$ cat config.mk
export PLATFORM = sky130hd
export DESIGN_NAME = cdr_refclk_lock_mode_control
export DESIGN_NICKNAME = d
export VERILOG_FILES = /design/src/design/cdr_ctrl_pkg.sv /design/src/design/cdr_refclk_lock_mode_control.sv /design/src/design/pin_sync.sv
export SDC_FILE = /design/constraint.sdc
export NUM_CORES = 1
export LEC_CHECK = 0
export ABC_AREA = 1
export BUFFER_PORTS_ARGS = -buffer_cell sky130_fd_sc_hd__clkbuf_2
export CAP_MARGIN = 20
export CORE_AREA = 2 2 90 109
export CTS_CLUSTER_SIZE = 8
export DETAILED_ROUTE_END_ITERATION = 8
export DIE_AREA = 0 0 92 111
export PLACE_DENSITY = 0.73
export REMOVE_ABC_BUFFERS = 1
export SLEW_MARGIN = 20
export SYNTH_ARGS = -nofsm -noshare
export SYNTH_HDL_FRONTEND = slang
export SYNTH_SLANG_ARGS = --single-unit
export TNS_END_PERCENT = 5
$ cat constraint.sdc
create_clock -name ref_clk -period 4.1 [get_ports ref_clk]
set_input_delay 0.82 -clock ref_clk [delete_from_list [all_inputs] [get_ports ref_clk]]
set_output_delay 0.82 -clock ref_clk [all_outputs]
set_load 0.03 [all_outputs]
$ cat src/design/cdr_ctrl_pkg.sv
/*
 * Package for the clock-recovery control block: divider choices, lock
 * windows, measurement period and the carrier structs.
 * Assumes a 40 MHz ref_clk standing in for the selected reference.
 */
package cdr_ctrl_pkg;

    // reference divider ratios, one per applied reference frequency
    localparam logic [3:0] DIV_19M44 = 4'h1;
    localparam logic [3:0] DIV_38M88 = 4'h2;
    localparam logic [3:0] DIV_77M76 = 4'h4;
    localparam logic [3:0] DIV_155M52 = 4'h8;
    localparam logic [1:0] FSEL_19M44 = 2'h0;
    localparam logic [1:0] FSEL_38M88 = 2'h1;
    localparam logic [1:0] FSEL_77M76 = 2'h2;

    // measurement period in reference cycles and the expected vco count
    localparam int MEAS_CYCLES = 1024;
    localparam logic [15:0] MEAS_LAST = 16'h03FF;
    localparam logic [15:0] VCO_NOMINAL = 16'h0400;
    localparam int ACQ_PPM = 500;
    localparam int HOLD_PPM = 1000;
    // error windows in counts, rounded down so a window is never widened
    localparam logic [15:0] ACQ_WINDOW = 16'((1024 * ACQ_PPM) / 1000000);
    localparam logic [15:0] HOLD_WINDOW = 16'((1024 * HOLD_PPM) / 1000000);
    localparam logic [15:0] CNT_RESET = 16'h0000;

    typedef enum {FREQ_LOOP, PHASE_LOOP} loop_state_e;

    typedef struct packed {
        logic ref_source_select;
        logic [1:0] ref_freq_select;
        logic squelch;
        logic bypass;
        logic test_loop_enable;
    } mode_pins_s;

    typedef struct packed {
        logic recovered_clock_out;
        logic recovered_data_out;
    } cdr_out_s;

endpackage

$ cat src/design/cdr_refclk_lock_mode_control.sv
/*
 * Control logic of the clock and data recovery receiver: reference
 * selection, lock detector handing the vco between frequency and phase
 * loop, squelch, bypass and loopback routing of the digital data path.
 * Assumes mode pins are static straps; vco_div_tick is a one-cycle pulse
 * per divided vco cycle, already on ref_clk; serial pins are asynchronous.
 */
`timescale 1ns/1ps
// Function
// - external reference: divider from frequency select
// - source low: use crystal, ignore selects
// - clear loss of lock within 500 ppm
// - then phase loop holds within 0.1%
// - beyond 0.1%: reassert, back to frequency loop
// - squelch forces clock and data low
// - bypass routes quantizer straight to the data output
// - loopback feeds recovery from test inputs
// - signal lost high below threshold
// - loss of lock high under frequency loop
module cdr_refclk_lock_mode_control
    import cdr_ctrl_pkg::*;
(
    // clock and reset
    input wire logic ref_clk,
    input wire logic rst_b,
    // static mode pins
    input wire mode_pins_s mode_pins,
    // analog front end indications
    input wire logic level_below_threshold,
    input wire logic vco_div_tick,
    // serial data paths
    input wire logic quantizer_data,
    input wire logic test_data_in,
    input wire logic recovered_clock,
    input wire logic retimed_data,
    // reference selection to the analog side
    output logic use_crystal,
    output logic [3:0] ref_divider,
    // loop steering and status
    output logic phase_loop_enable,
    output logic loss_of_lock_out,
    output logic signal_lost_out,
    // recovery circuit input and the outputs
    output logic cdr_data_in,
    output cdr_out_s cdr_out
);
    // six mode pins plus five serial and analog levels
    localparam int SYNC_W = 11;
    logic [SYNC_W-1:0] sync_q;
    mode_pins_s mode;
    logic below, quant, tdata, rclk, rdata;

    pin_sync #(.WIDTH(SYNC_W)) u_sync (
        .ref_clk(ref_clk),
        .rst_b(rst_b),
        .async_in({mode_pins, level_below_threshold, quantizer_data,
                   test_data_in, recovered_clock, retimed_data}),
        .sync_out(sync_q)
    );
    assign {mode, below, quant, tdata, rclk, rdata} = sync_q;

    // reference selection
    logic next_use_crystal;
    logic [3:0] next_ref_divider;

    always_comb begin
        next_use_crystal = !mode.ref_source_select;
        next_ref_divider = DIV_19M44; // crystal is 19.44 MHz, selects ignored
        if (mode.ref_source_select) begin
            case (mode.ref_freq_select)
                FSEL_19M44: next_ref_divider = DIV_19M44;
                FSEL_38M88: next_ref_divider = DIV_38M88;
                FSEL_77M76: next_ref_divider = DIV_77M76;
                default: next_ref_divider = DIV_155M52;
            endcase
        end
    end

    always_ff @(posedge ref_clk) begin
        if (!rst_b) begin
            use_crystal <= 1'b1;
            ref_divider <= DIV_19M44;
        end else begin
            use_crystal <= next_use_crystal;
            ref_divider <= next_ref_divider;
        end
    end

    // lock detector: fixed window of reference cycles
    loop_state_e state, next_state;
    logic [15:0] ref_cnt, next_ref_cnt;
    logic [15:0] vco_cnt, next_vco_cnt;
    logic [15:0] err;
    logic next_phase_loop_enable, next_loss_of_lock_out;

    always_comb begin
        logic [15:0] total;
        total = vco_cnt + {15'h0000, vco_div_tick};
        err = (total > VCO_NOMINAL) ? total - VCO_NOMINAL : VCO_NOMINAL - total;
        next_state = state;
        next_ref_cnt = ref_cnt + 16'h0001;
        next_vco_cnt = total;
        if (ref_cnt == MEAS_LAST) begin
            next_ref_cnt = CNT_RESET;
            next_vco_cnt = CNT_RESET;
            case (state)
                FREQ_LOOP: if (err <= ACQ_WINDOW) next_state = PHASE_LOOP;
                PHASE_LOOP: if (err > HOLD_WINDOW) next_state = FREQ_LOOP;
                default: next_state = FREQ_LOOP;
            endcase
        end
        next_phase_loop_enable = (next_state == PHASE_LOOP);
        next_loss_of_lock_out = (next_state == FREQ_LOOP);
    end

    always_ff @(posedge ref_clk) begin
        if (!rst_b) begin
            state <= FREQ_LOOP;
            ref_cnt <= CNT_RESET;
            vco_cnt <= CNT_RESET;
            phase_loop_enable <= 1'b0;
            loss_of_lock_out <= 1'b1;
        end else begin
            state <= next_state;
            ref_cnt <= next_ref_cnt;
            vco_cnt <= next_vco_cnt;
            phase_loop_enable <= next_phase_loop_enable;
            loss_of_lock_out <= next_loss_of_lock_out;
        end
    end

    // data routing and squelch
    logic next_cdr_data_in, next_signal_lost_out;
    cdr_out_s next_cdr_out;

    always_comb begin
        next_signal_lost_out = below;
        // if both test modes are set, loopback and bypass each still act on their own path; that case is undefined anyway
        next_cdr_data_in = mode.test_loop_enable ? tdata : quant;
        next_cdr_out.recovered_clock_out = rclk;
        next_cdr_out.recovered_data_out = mode.bypass ? quant : rdata;
        if (mode.squelch) begin
            next_cdr_out = '0;
        end
    end

    always_ff @(posedge ref_clk) begin
        if (!rst_b) begin
            signal_lost_out <= 1'b0;
            cdr_data_in <= 1'b0;
            cdr_out <= '0;
        end else begin
            signal_lost_out <= next_signal_lost_out;
            cdr_data_in <= next_cdr_data_in;
            cdr_out <= next_cdr_out;
        end
    end
endmodule // cdr_refclk_lock_mode_control

$ cat src/design/pin_sync.sv
/*
 * Two-flop synchroniser for a group of asynchronous pins.
 * Assumes the pins are quasi-static or slow against ref_clk.
 */
`timescale 1ns/1ps
module pin_sync #(
    parameter int WIDTH = 1
) (
    // clock and reset
    input wire logic ref_clk,
    input wire logic rst_b,
    // pins in, synchronised out
    input wire logic [WIDTH-1:0] async_in,
    output logic [WIDTH-1:0] sync_out
);
    logic [WIDTH-1:0] stage1;
    logic [WIDTH-1:0] next_stage1;
    logic [WIDTH-1:0] next_sync_out;

    always_comb begin
        next_stage1 = async_in;
        next_sync_out = stage1;
    end

    always_ff @(posedge ref_clk) begin
        if (!rst_b) begin
            stage1 <= '0;
            sync_out <= '0;
        end else begin
            stage1 <= next_stage1;
            sync_out <= next_sync_out;
        end
    end
endmodule // pin_sync

==> flow_metrics.py, run 1 <==
metrics = {
    "timing": {
        "finalHoldViolCount": 0,
        "finalCritPeriodShare_pct": 79.6,
        "fmax_mhz": 306,
        "finalCriticalPeriod_ps": 3260,
        "relSlewSlack_pct": 63.6,
        "slew_viol_final": 0,
        "worstMarginPinSlew_ps": 545,
        "setup_viol": 0,
        "tns_ps": 0,
        "rsz0062_at_grt": "no",
        "fin_skew_ps": 6.46,
    },
    "pwr": {
        "total_power_mw": 1.91,
        "p_leak_nw": 2.32,
        "pwr_density_cell_nw_per_um2": 379,
        "irDropWorstVdd_mv": 0.307,
    },
    "setup_path": {
        "crit_arrival_ps": 3490,
        "cp_slowest_cell": "ha_1",
        "r2r_start": "vco_cnt[0]",
        "path_delay_family": "simple AND/OR/NAND/NOR gates",
        "slowest_delay_ps": 220,
        "r2r_setup_slack_ps": 1070,
        "crit_path_end_kind": "register",
        "worstPathMaxFanout": 9,
        "cpMostUsedCell": "nand2_1",
        "critPathRequiredTime_ps": 4330,
        "worst-setup-path-type": "in2reg",
        "path_cells": "clkbuf_2, ha_1, ha_1, nand2_2, nor2_4, nand2_1, nand2_1, nand2_1, inv_1, ha_1, inv_1, nor2_2, nand2_4, a21oi_4, nand3_1, nand2_1, nand2_2, nor2_2, nand3_1, nand2_2, nand2_1, nand4_1, nand2_1",
        "critPathLaunch": "vco_div_tick",
        "reg2reg_depth": 22,
        "crit_path_start_kind": "input pin",
        "r2r_end": "loss_of_lock_out",
        "crit_buf_inv": 3,
    },
    "global_route": {
        "antenna_found_initial": 0,
        "grtUsageTotal_pct": 17.6,
        "overflow": 0,
        "grt_pass1_vias": 3591,
        "grt_pass1_wl_microns": 14800,
        "grt_max_degree": 37,
    },
    "outcome": {
        "outcome": "finished clean",
    },
    "finish": {
        "area_growth_pct": 12.2,
        "drive_gt1_share_pct": 13.5,
        "n_fill_cell": 907,
        "fin_cells": 773,
        "num_antenna_cells": 0,
        "utilization_pct": 54.4,
        "nets": 666,
        "final_cell_area_sq_um": 5050,
    },
    "clocking": {
        "cts_resized": 0,
        "clock_path_buffers": 2,
        "clock_latency_ps": 350,
        "cts_buffers": 9,
        "cts_tree": "yes",
        "h-tree-depth": 3,
        "cts_setup_buffers": 0,
        "hold_buffers": 0,
        "clock-sinks": 97,
        "ctsRootBufferMaster": "clkbuf_16",
        "path_clk_slew_ps": 70,
    },
    "floorplan": {
        "num_rows": 39,
        "dieArea_sq_um": 10200,
        "die_w_microns": 92,
        "ios": 25,
        "initial_core_util_pct": 48.5,
        "die_h_microns": 111,
        "core_area_sq_um": 9270,
    },
    "place": {
        "place_area_sq_um": 4750,
        "place_congestion": 0.900,
        "numPortBuffers": 24,
        "dp.cells": 757,
        "hpwl_microns": 6290,
    },
    "routing": {
        "dr.pass1.iters": 4,
        "wl_microns": 8420,
        "vias_per_cell": 4.89,
        "wl_per_cell_microns": 10.9,
        "drtIter0Drc": 132,
        "drc": 0,
        "dr_total_vias": 3778,
        "antenna_left": 0,
    },
    "min_path": {
        "hold_path_class": "reg2reg",
        "min_to": "signal_lost_out",
        "min_from": "u_sync.sync_out[4]",
        "min_path_cells": 2,
    },
    "synth": {
        "synthCells": 619,
        "yosysTopAreaCellShare_pct": 43.2,
        "seq_area_frac_synth_pct": 43.2,
        "ys_ff_latch": 97,
        "async_flop_share_pct": 0,
        "ys_top_cells_by_area": "dfxtp_1, nand2_1, inv_1",
        "synth_top_area_cell": "dfxtp_1",
        "ys_types": 40,
        "postSynthAreaPerCell_sq_um": 7.26,
        "synth_area_sq_um": 4500,
        "synthFlopType": "dfxtp_1",
        "synth_edf_count": 0,
        "yosysWarnings": 0,
    },
    "job": {
        "maxCapViolCount": 0,
    },
}
-- report_power, final --
group | switching (mW) | total, mW | internal [mW] | leakage (nW)
clock network | 0.398 | 0.829 | 0.431 | 0.147
logic | 0.0773 | 0.120 | 0.0429 | 1.39
registers | 0.00675 | 0.965 | 0.958 | 0.788
-- sequential cells by signal, indices dropped and copies added, names as in the netlist --
name and count:
state 32, ref_cnt 16, vco_cnt 16, u_sync.next_sync_out 11, u_sync.sync_out 11, ref_divider 4, cdr_out 2, cdr_data_in 1
loss_of_lock_out 1, phase_loop_enable 1, signal_lost_out 1, use_crystal 1
-- through the flow --
step	setup slack, ps	hold WS (ps)
2_1_floorplan	928	390
3_3_place_gp	644	393
3_5_place_dp	446	398
4_1_cts	827	416
5_1_grt	491	432
6_report	836	412
-- worst max path at each step --
stage,endpoint,slack (ps),cells after the start
finish,loss_of_lock_out,840,23
global route,loss_of_lock_out,490,23
CTS,loss_of_lock_out,830,23
detailed placement,loss_of_lock_out,450,23
global placement,loss_of_lock_out,640,23
floorplan,loss_of_lock_out,930,22
-- tightest hold or removal path, cell delays in order (launching register included) --
cell and delay, ps:
dfxtp_1 310, nand2_1 40, inv_1 40
-- layout by cell type, fill, tap and decap left out, types with 2 or more instances in the layout --
cell and instances:
nor4_1 8, xor2_1 7, nand4_1 19, nor3_1 36, o21ai_0 3, clkinv_4 2
ha_1 7, a21oi_1 9, o21bai_1 3, nand3_1 40, a41oi_1 7, nor2_4 7
nand3_2 4, clkbuf_2 24, dfxtp_1 97, nand2_4 5, clkbuf_16 9, nor3b_1 2
nor2_2 8, nand3b_1 2, inv_8 2, nand2_1 137, buf_4 3, inv_2 2
nor2_1 67, inv_1 110, inv_6 2, nand2_2 12
-- cells in the mapped netlist (2+ instances only) --
cell type,count
clkbuf_1,7
nand2_1,137
ha_1,7
nor2_2,8
a21oi_1,9
nor4_1,8
buf_1,4
o21ai_0,3
nand4_1,19
nor2_1,67
nor2_4,7
nand3b_1,2
nand2_2,12
nor3b_1,2
inv_2,2
xor2_1,7
inv_1,110
nand3_2,4
nand2_4,5
o21bai_1,3
a41oi_1,7
dfxtp_1,97
nor3_1,36
nand3_1,40
-- kinds of logic (layout without fill, tap and decap cells) --
| family | Yosys count | after routing | synth area share (%) |
|---|---|---|---|
| compound gates | 28 | 28 | 4.31 |
| xor+xnor | 8 | 8 | 1.56 |
| fa+ha+maj | 7 | 7 | 1.95 |
| buf+inv | 126 | 157 | 10.6 |
| flops | 97 | 97 | 43.2 |
| simple gates | 353 | 353 | 38.4 |
-- layout make-up --
class	instances	area [sq um]	share of cell area (%)
Inverter	114	429	8.50
Multi-Input combinational cell	396	2080	41.2
Tap cell	123	154	3.05
Sequential cell	97	1940	38.5
Clock inverter	7	73.8	1.46
Clock buffer	9	225	4.46
Timing Repair Buffer	27	143	2.83
-- metal layers --
layer | GRT usage, % | share of wire [%] | vias to the layer above
li1 | - | - | 2001
met1 | 20.8 | 45 | 1698
met2 | 30.2 | 49 | 59
met3 | 2.86 | 2.8 | 20
met4 | 9.65 | 3.4 | 0
met5 | 0 | 0 | -
(Power assumes the default switching activity.)
==> run 2, diff against run 1 <==
==> constraint.sdc (replaced) <==
create_clock -name ref_clk -period 3.4 [get_ports ref_clk]
set_input_delay 0.68 -clock ref_clk [delete_from_list [all_inputs] [get_ports ref_clk]]
set_output_delay 0.68 -clock ref_clk [all_outputs]
set_load 0.03 [all_outputs]
==> run 2 against run 1 <==
  * Cell area increased by 0.35%
  * Final cell count up 0.52%
  * Hold slack about the same
  * Combinational power rose by 22%
  * Largest power group unchanged
  * Critical path depth fell by 3
  * First-iteration DRC count increased by 64%
  * Register-to-register slack worse by 500 ps
  * Critical endpoint unchanged
==> flow_metrics.py, run 2 (same netlist as run 1, synthesis figures left out) <==
metrics = {
    "setup_path": {
        "crit_path_end_kind": "register",
        "crit_arrival_ps": 3190,
        "critPathLaunch": "vco_div_tick",
        "r2r_start": "vco_cnt[0]",
        "worst-setup-path-type": "in2reg",
        "critPathRequiredTime_ps": 3640,
        "r2r_end": "loss_of_lock_out",
        "reg2reg_depth": 19,
        "r2r_setup_slack_ps": 570,
        "worstPathMaxFanout": 7,
        "crit_path_start_kind": "input pin",
        "endpoint": "loss_of_lock_out",
    },
    "clocking": {
        "cts_tree": "yes",
        "clock_path_buffers": 2,
        "clock-sinks": 97,
        "cts_setup_buffers": 0,
        "path_clk_slew_ps": 70,
        "clock_latency_ps": 350,
        "cts_buffers": 9,
        "hold_buffers": 0,
        "ctsRootBufferMaster": "clkbuf_16",
        "cts_resized": 0,
        "h-tree-depth": 3,
    },
    "routing": {
        "vias_per_cell": 4.86,
        "dr_total_vias": 3776,
        "wl_per_cell_microns": 10.9,
        "dr.pass1.iters": 4,
        "drc": 0,
        "antenna_left": 0,
        "wl_microns": 8500,
        "drtIter0Drc": 217,
    },
    "global_route": {
        "grt_max_degree": 36,
        "grtUsageTotal_pct": 17.8,
        "grt_pass1_wl_microns": 14900,
        "overflow": 0,
        "grt_pass1_vias": 3526,
        "antenna_found_initial": 0,
    },
    "timing": {
        "worstMarginPinSlew_ps": 511,
        "fmax_mhz": 339,
        "slew_viol_final": 0,
        "finalCritPeriodShare_pct": 86.8,
        "relSlewSlack_pct": 65.8,
        "finalHoldViolCount": 0,
        "tns_ps": 0,
        "rsz0062_at_grt": "no",
        "finalCriticalPeriod_ps": 2950,
        "fin_skew_ps": 5.37,
        "setup_viol": 0,
    },
    "floorplan": {
        "die_h_microns": 111,
        "initial_core_util_pct": 48.5,
        "num_rows": 39,
        "dieArea_sq_um": 10200,
        "core_area_sq_um": 9270,
        "die_w_microns": 92,
        "ios": 25,
    },
    "finish": {
        "top_regs": "state (32), ref_cnt (16), vco_cnt (16)",
        "largest-register": "state",
        "drive_gt1_share_pct": 14.1,
        "utilization_pct": 54.6,
        "layout_commonest_cell": "nand2_1",
        "multi_input_area_sq_um": 2080,
        "seq_area_sq_um": 1940,
        "largest_register_ffs": 32,
        "nets": 670,
        "area_growth_pct": 12.6,
        "n_fill_cell": 867,
        "final_cell_mix": "nand2_1, inv_1, dfxtp_1, nor2_1, nand3_1",
        "num_antenna_cells": 0,
    },
    "pwr": {
        "irDropWorstVdd_mv": 0.325,
        "pwr_density_cell_nw_per_um2": 449,
        "p_leak_nw": 2.33,
    },
    "job": {
        "maxCapViolCount": 0,
    },
    "outcome": {
        "outcome": "finished clean",
    },
    "min_path": {
        "hold_path_class": "reg2reg",
    },
    "place": {
        "numPortBuffers": 24,
        "hpwl_microns": 6330,
        "place_congestion": 0.828,
    },
}
-- run 2: routing by layer --
metal / GRT usage (%) / vias up / wire, microns
met4: 7.16 / 0 / 160
met5: 0 / - / 0
met2: 31.4 / 51 / 4270
met3: 3.06 / 12 / 247
li1: - / 2003 / -
met1: 21.3 / 1710 / 3820
-- run 2: critical path: stages --
cell and delay (ps):
clkbuf_2 80, ha_1 230, ha_1 320, inv_1 120
ha_1 180, nand2_1 90, nor2_1 230, nand3_4 140
nor2_8 130, nand2_4 80, nand2_4 90, nand2_4 70
nor2_1 150, o21bai_1 70, nor2_1 140, nand3_1 110
nand2_2 90, nand2_1 70, nand4_1 70, nand2_1 50
-- run 2: per-stage QoR --
stage	power, mW	cells	area (sq um)	setup WS [ps]	hold WS (ps)
after global placement	1.33	761	4780	181	393
after detailed placement	1.33	761	4780	80.1	397
after floorplan	1.29	607	4450	359	390
final	2.27	777	5060	449	413
after CTS	2.30	777	5060	448	414
after global routing	2.37	777	5060	148	437
-- run 2: worst min path at each step --
stage,startpoint,end,slack (ps),cells past startpoint
6_report,u_sync.next_sync_out[5],u_sync.sync_out[5],410,2
5_1_grt,u_sync.next_sync_out[5],u_sync.sync_out[5],440,2
4_1_cts,u_sync.next_sync_out[9],u_sync.sync_out[9],410,2
3_5_place_dp,u_sync.next_sync_out[9],u_sync.sync_out[9],400,2
3_3_place_gp,u_sync.next_sync_out[5],u_sync.sync_out[5],390,2
2_1_floorplan,u_sync.sync_out[4],signal_lost_out,390,2
-- run 2: area by class of cell --
cell class / count / share of cell area (%)
clock buffers: 9 / 4.45
well taps: 123 / 3.04
clock inverters: 7 / 1.21
multi-input cells: 396 / 41.1
repair buffers: 31 / 3.41
flip-flops and latches: 97 / 38.3
inverters: 114 / 8.48
-- run 2: power breakdown --
group          internal [mW]  total [mW]  switching [mW]  leakage (nW)
sequential              1.16        1.16         0.00810         0.788
combinational         0.0524       0.146          0.0932          1.40
clock                  0.510       0.966           0.456         0.140
total                   1.72        2.27           0.557          2.33
==> run 3, diff against run 2 <==
==> constraint.sdc (replaced) <==
create_clock -name ref_clk -period 3.7 [get_ports ref_clk]
set_input_delay 0.74 -clock ref_clk [delete_from_list [all_inputs] [get_ports ref_clk]]
set_output_delay 0.74 -clock ref_clk [all_outputs]
set_load 0.03 [all_outputs]
==> run 3 against run 2 <==
  * Setup slack improved by 62 ps
  * Final cell count decreased by 0.51%
  * First-iteration DRC count decreased by 22%
  * Clock power decreased by 2%
  * Core utilization decreased by 0.067 points
  * Total power decreased by 5.5%
  * Cell area decreased by 0.12%
  * Register-to-register slack improved by 110 ps
  * Sequential cell count unchanged
  * Hold slack got worse by 0.55 ps
  * Combinational power decreased by 9.6%
  * Via count increased by 0.56%
  * Largest cell class unchanged
==> flow_metrics.py, run 3 (same netlist as run 1, synthesis figures left out) <==
metrics = {
    "setup_path": {
        "r2r_end": "loss_of_lock_out",
        "path_delay_family": "simple AND/OR/NAND/NOR gates",
        "slowest_delay_ps": 210,
        "cpMostUsedCell": "nand2_1",
        "critPathRequiredTime_ps": 3920,
        "reg2reg_depth": 22,
        "r2r_start": "vco_cnt[0]",
        "worst-setup-path-type": "in2reg",
        "path_cells": "clkbuf_2, ha_1, ha_1, nand2_2, nor2_4, nand2_1, nand2_1, nand2_1, inv_1, ha_1, inv_1, nor2_2, nand2_4, nand2_4, nand2_4, nor2_1, o21bai_1, nor2_1, nand3_1, nand2_2, nand2_1, nand4_1, nand2_1",
        "crit_path_start_kind": "input pin",
        "crit_arrival_ps": 3400,
        "crit_buf_inv": 3,
        "crit_path_end_kind": "register",
        "worstPathMaxFanout": 9,
        "cp_slowest_cell": "ha_1",
        "r2r_setup_slack_ps": 680,
    },
    "clocking": {
        "cts_tree": "yes",
        "cts_setup_buffers": 0,
        "hold_buffers": 0,
        "h-tree-depth": 3,
        "path_clk_slew_ps": 70,
        "cts_buffers": 9,
        "clock_latency_ps": 340,
        "cts_resized": 0,
        "ctsRootBufferMaster": "clkbuf_16",
        "clock_path_buffers": 2,
        "clock-sinks": 97,
    },
    "finish": {
        "top_regs": "state (32), ref_cnt (16), vco_cnt (16)",
        "drive_gt1_share_pct": 13.5,
        "utilization_pct": 54.5,
        "final_cell_mix": "nand2_1, inv_1, dfxtp_1, nor2_1, nand3_1",
        "largest-register": "state",
        "num_antenna_cells": 0,
        "largest_register_ffs": 32,
        "nets": 666,
        "area_growth_pct": 12.5,
        "n_fill_cell": 880,
        "layout_commonest_cell": "nand2_1",
    },
    "timing": {
        "fmax_mhz": 314,
        "setup_viol": 0,
        "fin_skew_ps": 7.50,
        "relSlewSlack_pct": 65.4,
        "finalCriticalPeriod_ps": 3190,
        "finalHoldViolCount": 0,
        "slew_viol_final": 0,
        "tns_ps": 0,
        "rsz0062_at_grt": "no",
        "worstMarginPinSlew_ps": 519,
        "finalCritPeriodShare_pct": 86.2,
    },
    "pwr": {
        "p_leak_nw": 2.32,
        "irDropWorstVdd_mv": 0.438,
        "pwr_density_cell_nw_per_um2": 425,
    },
    "routing": {
        "wl_per_cell_microns": 11.0,
        "drc": 0,
        "wl_microns": 8470,
        "antenna_left": 0,
        "dr.pass1.iters": 4,
        "drtIter0Drc": 170,
        "dr_total_vias": 3797,
        "vias_per_cell": 4.91,
    },
    "floorplan": {
        "num_rows": 39,
        "die_h_microns": 111,
        "die_w_microns": 92,
        "core_area_sq_um": 9270,
        "initial_core_util_pct": 48.5,
        "ios": 25,
        "dieArea_sq_um": 10200,
    },
    "global_route": {
        "grt_pass1_vias": 3713,
        "grtUsageTotal_pct": 17.9,
        "overflow": 0,
        "grt_max_degree": 36,
        "antenna_found_initial": 0,
        "grt_pass1_wl_microns": 15200,
    },
    "min_path": {
        "min_from": "u_sync.next_sync_out[0]",
        "min_path_cells": 2,
        "min_to": "u_sync.sync_out[0]",
        "hold_path_class": "reg2reg",
    },
    "place": {
        "hpwl_microns": 6270,
        "numPortBuffers": 24,
        "place_congestion": 0.860,
    },
    "job": {
        "maxCapViolCount": 0,
    },
    "outcome": {
        "outcome": "finished clean",
    },
}
## run 3: changes by cell type in the layout (fill, tap and decap cells not counted), sizes merged
cell	before	now
buf	7	3
clkinv	5	3
bufinv	0	1
clkinvlp	1	2
## run 3: layout make-up
class,instances,area [sq um],area share [%]
clock buffer,9,225,4.45
multi-input combinational,396,2080,41.1
tap,123,154,3.04
sequential,97,1940,38.4
timing repair buffer,27,143,2.82
inverter,114,429,8.49
clock inverter,7,85.1,1.68
## run 3: stage by stage
step                      hold slack (ps)  power [mW]  cell area, sq um  instances  setup slack (ps)
after floorplan                       390        1.19              4450        607               608
after global placement                393        1.22              4750        757               308
after detailed placement              399        1.23              4750        757               159
after CTS                             414        2.17              5060        773               538
after global routing                  427        2.24              5060        773               126
final                                 412        2.15              5060        773               511
## run 3: worst register-to-register path, stage by stage (launching register included)
cell	delay [ps]
dfxtp_1	320
ha_1	190
ha_1	210
nand2_2	130
nor2_4	180
nand2_1	70
nand2_1	60
nand2_1	180
inv_1	180
ha_1	160
inv_1	50
nor2_2	140
nand2_4	100
nand2_4	90
nand2_4	70
nor2_1	160
o21bai_1	80
nor2_1	150
nand3_1	110
nand2_2	90
nand2_1	70
nand4_1	70
nand2_1	50
## run 3: report_power, final
part	switching, mW	leakage [nW]	internal (mW)
Combinational	0.0846	1.39	0.0475
Clock	0.412	0.146	0.537
Sequential	0.00745	0.788	1.06
## run 3: routing by layer
layer | routed length [microns] | vias up | share of wire [%] | track usage [%]
li1 | - | 2003 | - | -
met1 | 3780 | 1721 | 45 | 20.8
met2 | 4280 | 59 | 51 | 32.1
met3 | 268 | 14 | 3.2 | 3.26
met4 | 142 | 0 | 1.7 | 7.46
met5 | 0 | - | 0 | 0
## run 3: worst max-delay path by stage
stage	startpoint	end	slack [ps]	cells after the start
after global routing	vco_div_tick	loss_of_lock_out	130	23
final	vco_div_tick	loss_of_lock_out	510	23
after CTS	vco_div_tick	loss_of_lock_out	540	23
after floorplan	vco_div_tick	loss_of_lock_out	610	22
after global placement	vco_div_tick	loss_of_lock_out	310	23
after detailed placement	vco_div_tick	loss_of_lock_out	160	23
